**config.mk**
```make
export PLATFORM = sky130hd
export DESIGN_NAME = shared_timer_prescaler_sync
export DESIGN_NICKNAME = d
export VERILOG_FILES = /design/src/rtl/timer_prescaler_pkg.sv /design/src/rtl/count_pin_sync.sv /design/src/rtl/shared_divider.sv /design/src/rtl/shared_timer_prescaler_sync.sv
export VERILOG_INCLUDE_DIRS = /design/src /design/src/rtl
export SDC_FILE = /design/constraint.sdc
export NUM_CORES = 1
export LEC_CHECK = 0
export ABC_CLOCK_PERIOD_IN_PS = 2700
export BUFFER_PORTS_ARGS = -buffer_cell sky130_fd_sc_hd__buf_2
export CAP_MARGIN = 0
export CORE_MARGIN = 2
export CORE_UTILIZATION = 43
export DETAILED_ROUTE_END_ITERATION = 8
export REMOVE_ABC_BUFFERS = 1
export SLEW_MARGIN = 10
export SYNTH_ARGS = -nofsm -noshare
export SYNTH_HDL_FRONTEND = slang
export SYNTH_SLANG_ARGS = --single-unit
```
**constraint.sdc**
```tcl
create_clock -name clk -period 2.7 [get_ports clk]
set_clock_uncertainty 0.05 [all_clocks]
set_input_delay 0.405 -clock clk [delete_from_list [all_inputs] [get_ports clk]]
set_output_delay 0.405 -clock clk [all_outputs]
set_load 0.01 [all_outputs]
```
**src/rtl/timer_prescaler_regs.svh**
```systemverilog
// Offsets, field positions, reset values and tap figures for the shared prescaler
`ifndef TIMER_PRESCALER_REGS_SVH
`define TIMER_PRESCALER_REGS_SVH
`define GTC_ADDR         4'h0
`define STATUS_ADDR      4'h1
`define TSEL_ADDR        4'h2
`define GTC_SYNC_BIT     7
`define GTC_ASYNC_BIT    1
`define GTC_SHARED_BIT   0
`define GTC_RESET        8'h00
`define TSEL_RESET       8'h00
`define DIV_WIDTH        10
`define TAP8_BIT         2
`define TAP64_BIT        5
`define TAP256_BIT       7
`define TAP1024_BIT      9
`define SRC_STOP         3'h0
`define SRC_DIRECT       3'h1
`define SRC_DIV8         3'h2
`define SRC_DIV64        3'h3
`define SRC_DIV256       3'h4
`define SRC_DIV1024      3'h5
`define SRC_FALL         3'h6
`define SRC_RISE         3'h7
`endif

```
**src/rtl/timer_prescaler_pkg.sv**
```systemverilog
// Types shared by the prescaler and clock-select logic
package timer_prescaler_pkg;
  typedef logic [2:0] tick_source_select_t;
  typedef struct packed {
    logic div8;
    logic div64;
    logic div256;
    logic div1024;
  } tap_pulses_s;
  typedef struct packed {
    logic rise;
    logic fall;
  } pin_edges_s;
endpackage

```
**src/rtl/count_pin_sync.sv**
```systemverilog
// Count pin synchroniser and edge detector
`timescale 1ns/10ps
`include "timer_prescaler_regs.svh"
module count_pin_sync (
  input  wire logic                           clk,
  input  wire logic                           rst,
  input  wire logic                           externalCountPin,
  output timer_prescaler_pkg::pin_edges_s     edges
);
  logic frontReg;
  logic syncReg;
  logic lastReg;

  always_ff @(posedge clk) begin
    if (rst) begin
      frontReg <= 1'b0;
      syncReg  <= 1'b0;
      lastReg  <= 1'b0;
    end else begin
      frontReg <= externalCountPin;
      syncReg  <= frontReg;
      lastReg  <= syncReg;
    end
  end

  always_comb begin
    edges.rise = syncReg & ~lastReg;
    edges.fall = ~syncReg & lastReg;
  end
endmodule // count_pin_sync

```
**src/rtl/shared_divider.sv**
```systemverilog
// Free-running divider with prescaled tick taps
`timescale 1ns/10ps
`include "timer_prescaler_regs.svh"
module shared_divider (
  input  wire logic                           clk,
  input  wire logic                           rst,
  input  wire logic                           dividerReset,
  output timer_prescaler_pkg::tap_pulses_s    taps
);
  logic [`DIV_WIDTH-1:0] countReg;
  logic [`DIV_WIDTH-1:0] countNext;

  always_ff @(posedge clk) begin
    if (rst || dividerReset) begin
      countReg <= '0;
    end else begin
      countReg <= countNext;
    end
  end

  always_comb begin
    countNext = countReg + `DIV_WIDTH'(1);
  end

  // Taps fire when low bits all ones and dividerReset is low
  always_comb begin
    taps.div8    = &countReg[`TAP8_BIT:0] & ~dividerReset;
    taps.div64   = &countReg[`TAP64_BIT:0] & ~dividerReset;
    taps.div256  = &countReg[`TAP256_BIT:0] & ~dividerReset;
    taps.div1024 = &countReg[`TAP1024_BIT:0] & ~dividerReset;
  end
endmodule // shared_divider

```
**src/rtl/shared_timer_prescaler_sync.sv**
```systemverilog
// Shared prescaler, count pin logic and general timer control register
//
// Implementation choices: the address-and-strobe port and the address map.
`timescale 1ns/10ps
`include "timer_prescaler_regs.svh"
module shared_timer_prescaler_sync (
  input  wire logic       clk,
  input  wire logic       rst,
  input  wire logic [3:0] regAddr,
  input  wire logic [7:0] regWriteData,
  input  wire logic       regWriteStrobe,
  input  wire logic       regReadStrobe,
  output logic [7:0]      regReadData,
  input  wire logic       externalCountPin0,
  input  wire logic       externalCountPin1,
  output logic            timerTick0,
  output logic            timerTick1,
  output logic            asyncDividerReset
);
  timer_prescaler_pkg::tap_pulses_s          taps;
  timer_prescaler_pkg::pin_edges_s           edges0;
  timer_prescaler_pkg::pin_edges_s           edges1;
  timer_prescaler_pkg::tick_source_select_t  tickSourceSelect0Reg;
  timer_prescaler_pkg::tick_source_select_t  tickSourceSelect1Reg;
  logic                                      syncHoldModeReg;
  logic                                      sharedDividerResetReg;
  logic                                      asyncDividerResetReg;
  logic                                      gtcWrite;
  logic                                      tselWrite;
  logic [7:0]                                readNext;

  assign gtcWrite  = regWriteStrobe && (regAddr == `GTC_ADDR);
  assign tselWrite = regWriteStrobe && (regAddr == `TSEL_ADDR);

  always_ff @(posedge clk) begin
    if (rst) begin
      syncHoldModeReg <= 1'b0;
    end else if (gtcWrite) begin
      syncHoldModeReg <= regWriteData[`GTC_SYNC_BIT];
    end
  end

  always_ff @(posedge clk) begin
    if (rst) begin
      sharedDividerResetReg <= 1'b0;
    end else if (gtcWrite) begin
      sharedDividerResetReg <= regWriteData[`GTC_SHARED_BIT] & regWriteData[`GTC_SYNC_BIT];
    end else if (!syncHoldModeReg) begin
      sharedDividerResetReg <= 1'b0;
    end
  end

  always_ff @(posedge clk) begin
    if (rst) begin
      asyncDividerResetReg <= 1'b0;
    end else if (gtcWrite) begin
      asyncDividerResetReg <= regWriteData[`GTC_ASYNC_BIT] & regWriteData[`GTC_SYNC_BIT];
    end else if (!syncHoldModeReg) begin
      asyncDividerResetReg <= 1'b0;
    end
  end

  // Write pulse resets even outside sync mode; held bit resets while in it
  logic dividerReset;
  logic asyncPulse;
  assign dividerReset      = sharedDividerResetReg | (gtcWrite & regWriteData[`GTC_SHARED_BIT]);
  assign asyncPulse        = gtcWrite & regWriteData[`GTC_ASYNC_BIT];
  assign asyncDividerReset = asyncDividerResetReg | asyncPulse;

  always_ff @(posedge clk) begin
    if (rst) begin
      tickSourceSelect0Reg <= `SRC_STOP;
      tickSourceSelect1Reg <= `SRC_STOP;
    end else if (tselWrite) begin
      tickSourceSelect0Reg <= regWriteData[2:0];
      tickSourceSelect1Reg <= regWriteData[6:4];
    end
  end

  shared_divider divider (
    .clk          (clk),
    .rst          (rst),
    .dividerReset (dividerReset),
    .taps         (taps)
  );

  count_pin_sync pinSync0 (
    .clk              (clk),
    .rst              (rst),
    .externalCountPin (externalCountPin0),
    .edges            (edges0)
  );

  count_pin_sync pinSync1 (
    .clk              (clk),
    .rst              (rst),
    .externalCountPin (externalCountPin1),
    .edges            (edges1)
  );

  function automatic logic pickTick(
    input timer_prescaler_pkg::tick_source_select_t sel,
    input timer_prescaler_pkg::tap_pulses_s         tp,
    input timer_prescaler_pkg::pin_edges_s          ed,
    input logic                                     held
  );
    logic t;
    t = 1'b0;
    case (sel)
      `SRC_STOP:    t = 1'b0;
      `SRC_DIRECT:  t = 1'b1;
      `SRC_DIV8:    t = tp.div8;
      `SRC_DIV64:   t = tp.div64;
      `SRC_DIV256:  t = tp.div256;
      `SRC_DIV1024: t = tp.div1024;
      `SRC_FALL:    t = ed.fall;
      `SRC_RISE:    t = ed.rise;
      default:      t = 1'b0;
    endcase
    return t & ~held;
  endfunction

  // Edge reaches tick after sampling chain
  always_comb begin
    timerTick0 = pickTick(tickSourceSelect0Reg, taps, edges0, sharedDividerResetReg);
    timerTick1 = pickTick(tickSourceSelect1Reg, taps, edges1, sharedDividerResetReg);
  end

  always_comb begin
    case (regAddr)
      `GTC_ADDR:    readNext = {syncHoldModeReg, 5'h00, asyncDividerResetReg, sharedDividerResetReg};
      `STATUS_ADDR: readNext = {4'h0, edges1.rise | edges1.fall, edges0.rise | edges0.fall, timerTick1, timerTick0};
      `TSEL_ADDR:   readNext = {1'b0, tickSourceSelect1Reg, 1'b0, tickSourceSelect0Reg};
      default:      readNext = 8'h00;
    endcase
  end

  always_ff @(posedge clk) begin
    if (rst) begin
      regReadData <= 8'h00;
    end else if (regReadStrobe) begin
      regReadData <= readNext;
    end else begin
      regReadData <= 8'h00;
    end
  end
endmodule // shared_timer_prescaler_sync

```
==> out/qor.yml <==
die_h_um: 62.62
final_nets: 227
startpoint_type: "flop"
port-buffer-count: 27
synthCells: 173
arrival_ns: 2.11
placed_cell_area_mm2: 0.001662
peakVddDrop_uv: 305.8
vias_per_cell: 5.241
dominantRegCellSynth: "dfxtp_1"
drc: 0
final_cell_mix: "dfxtp_1, buf_2, nand3_1"
yosys-top-cells-area: "dfxtp_1, nand3_1, ha_1, nand2_1, nor2_1"
syn_to_final_growth_pct: 16.34
worstHoldPathCells: 2
dr.pass1.iters: 4
layout-drive-gt1-share_pct: 19.21
worstRegToRegCells: 5
mostFrequentLayoutCell: "dfxtp_1"
highest_layer: "met4"
hold_path_end: "pinSync1.frontReg"
wl_um: 3095
cts-htree-levels: 2
clock_sinks: 33
period_needed_ns: 2.570
grt_pass1_vias: 1233
final_cell_area_mm2: 0.001719
setup_violations: 0
synthArstFlopShare_pct: 0
grt_pass1_wl_um: 5485
ant_nets: 0
vias: 1305
p_per_area_mw_per_mm2: 488.9
max_freq_mhz: 389.1
status: "complete, no violations"
reg2reg_from: "divider.countReg[0]"
synth_top_cell_area_share_pct: 44.71
post_cts_buffers: 0
required_ns: 2.25
die_area_mm2: 0.003921
fin_crit_sh_pct: 95.18
grt_overflow: 0
slew_viol_final: 0
yosysWarnings: 0
cts_hold_buf: 0
worst-path-buf-inv: 2
utilization_pct: 51.93
synth_seq_area_share_pct: 44.71
grt_start_max_net_pins: 18
p_leak_uw: 0.0006659
route.met3.wl_um: 145
cts_tree: "built"
wl_met2_um: 1361
num_rows: 21
rsz0062_at_grt: "true"
root_buffer: "clkbuf_4"
synth-seq-cells: 33
place_hpwl_um: 2293
ios: 29
grt_antenna_before_repair: 0
avgSynthCellArea_um2: 8.541
start_util_pct: 44.63
antenna_cells: 0
cts_buffer_depth: 2
finalNonFillerCells: 249
fill_cells: 347
cp_top_family: "compound AO/OA/AOI/OAI gates"
synth_edf_count: 0
drtIter0Drc: 63
hp-start: "externalCountPin1"
end_kind: "primary output"
crit_chain: "ha_1 -> inv_1 -> a2111oi_1 -> nand3_1 -> a211oi_1 -> buf_2"
track_usage_pct: 17.73
clk_latency_ns: 0.33
power_uw: 840.4
core_mm2: 0.003311
wl_per_cell_um: 12.43
die_w_um: 62.62
path_max_fanout: 6
tns_ns: 0
slowest_stage: "a2111oi_1"
hold_viol: 0
cts_buffers: 5
hold_class: "input port to flop"
yosysTopAreaCell: "dfxtp_1"
routabilityCongestion: 0.7371
tightest_slew_ns: 0.4620
drv_cap: 0
reg2reg_to: "regReadData[1]"
synth_area_mm2: 0.001478
clkTransAtPathRegs_ns: 0.10
rrSetupSlack_ns: 1.07
slew_headroom_pct: 69.13
dp.cells: 242
timing_worst_setup_path_type: "flop to primary output"
max_stage_delay_ns: 0.47
post_cts_resized: 0
wl_met1_um: 1510
ys_types: 33
-- metrics by stage --
stage	worst slack (ns)	hold WS [ns]
after detailed placement	0.4191	0.3765
after global routing	-0.07345	0.2237
final	0.1302	0.2315
after global placement	0.4627	0.3675
after CTS	0.03434	0.2138
after floorplan	0.5779	0.3638
-- worst max path at each step --
stage / from / end / slack [ns] / cells after the start
after detailed placement: divider.countReg[0] / timerTick0 / 0.42 / 6
after CTS: divider.countReg[0] / timerTick0 / 0.03 / 6
after floorplan: divider.countReg[0] / timerTick0 / 0.58 / 5
final: divider.countReg[0] / timerTick1 / 0.13 / 6
after global placement: divider.countReg[0] / timerTick1 / 0.46 / 6
after global routing: divider.countReg[0] / timerTick1 / -0.07 / 6
-- Yosys cell counts, drive strengths merged (4+ instances only) --
cell and count:
nor2 15, and3 4, nand3 19, ha 6, a41oi 4, nor3 7, nor2b 4, a31oi 5
inv 11, dfxtp 33, nand2 15, a21oi 10, buf 4
-- state kept, by name (all words and copies together), names as in the netlist --
signal	flops
asyncDividerResetReg	1
pinSync0.frontReg	1
tickSourceSelect1Reg	3
pinSync1.syncReg	1
pinSync1.frontReg	1
pinSync0.syncReg	1
tickSourceSelect0Reg	3
syncHoldModeReg	1
pinSync1.lastReg	1
pinSync0.lastReg	1
sharedDividerResetReg	1
divider.countReg	10
regReadData	8
-- cell type report --
cell class              count  area (µm²)  area share, %
clock buffers               7       55.05          3.202
inverters                  11       41.29          2.402
multi-input cells         122       747.0          43.45
flip-flops and latches     33       660.6          38.43
well taps                  46       57.56          3.348
repair buffers             30       157.7          9.170
-- power breakdown --
group          internal (µW)  switching (µW)
logic                   23.3            32.9
clock network            123             157
registers                496            9.32
total                    642             199
-- metal layers --
metal / GRT usage [%] / vias to the layer above
li1: - / 673
met1: 22.46 / 596
met2: 27.02 / 29
met3: 6.306 / 7
met4: 8.056 / 0
met5: 0 / -
-- logic make-up after synthesis --
family                     Yosys count  share of synthesized area, %
AOI/OAI and AO/OA                   30                         13.04
buffers and inverters               18                         4.911
muxes                                2                         1.355
xor gates and xnor gates             6                         3.557
and+or+nand+nor                     78                         27.35
DFF                                 33                         44.71
adders and majority gates            6                         5.080
Note: power is estimated with default switching activity, not from simulation.
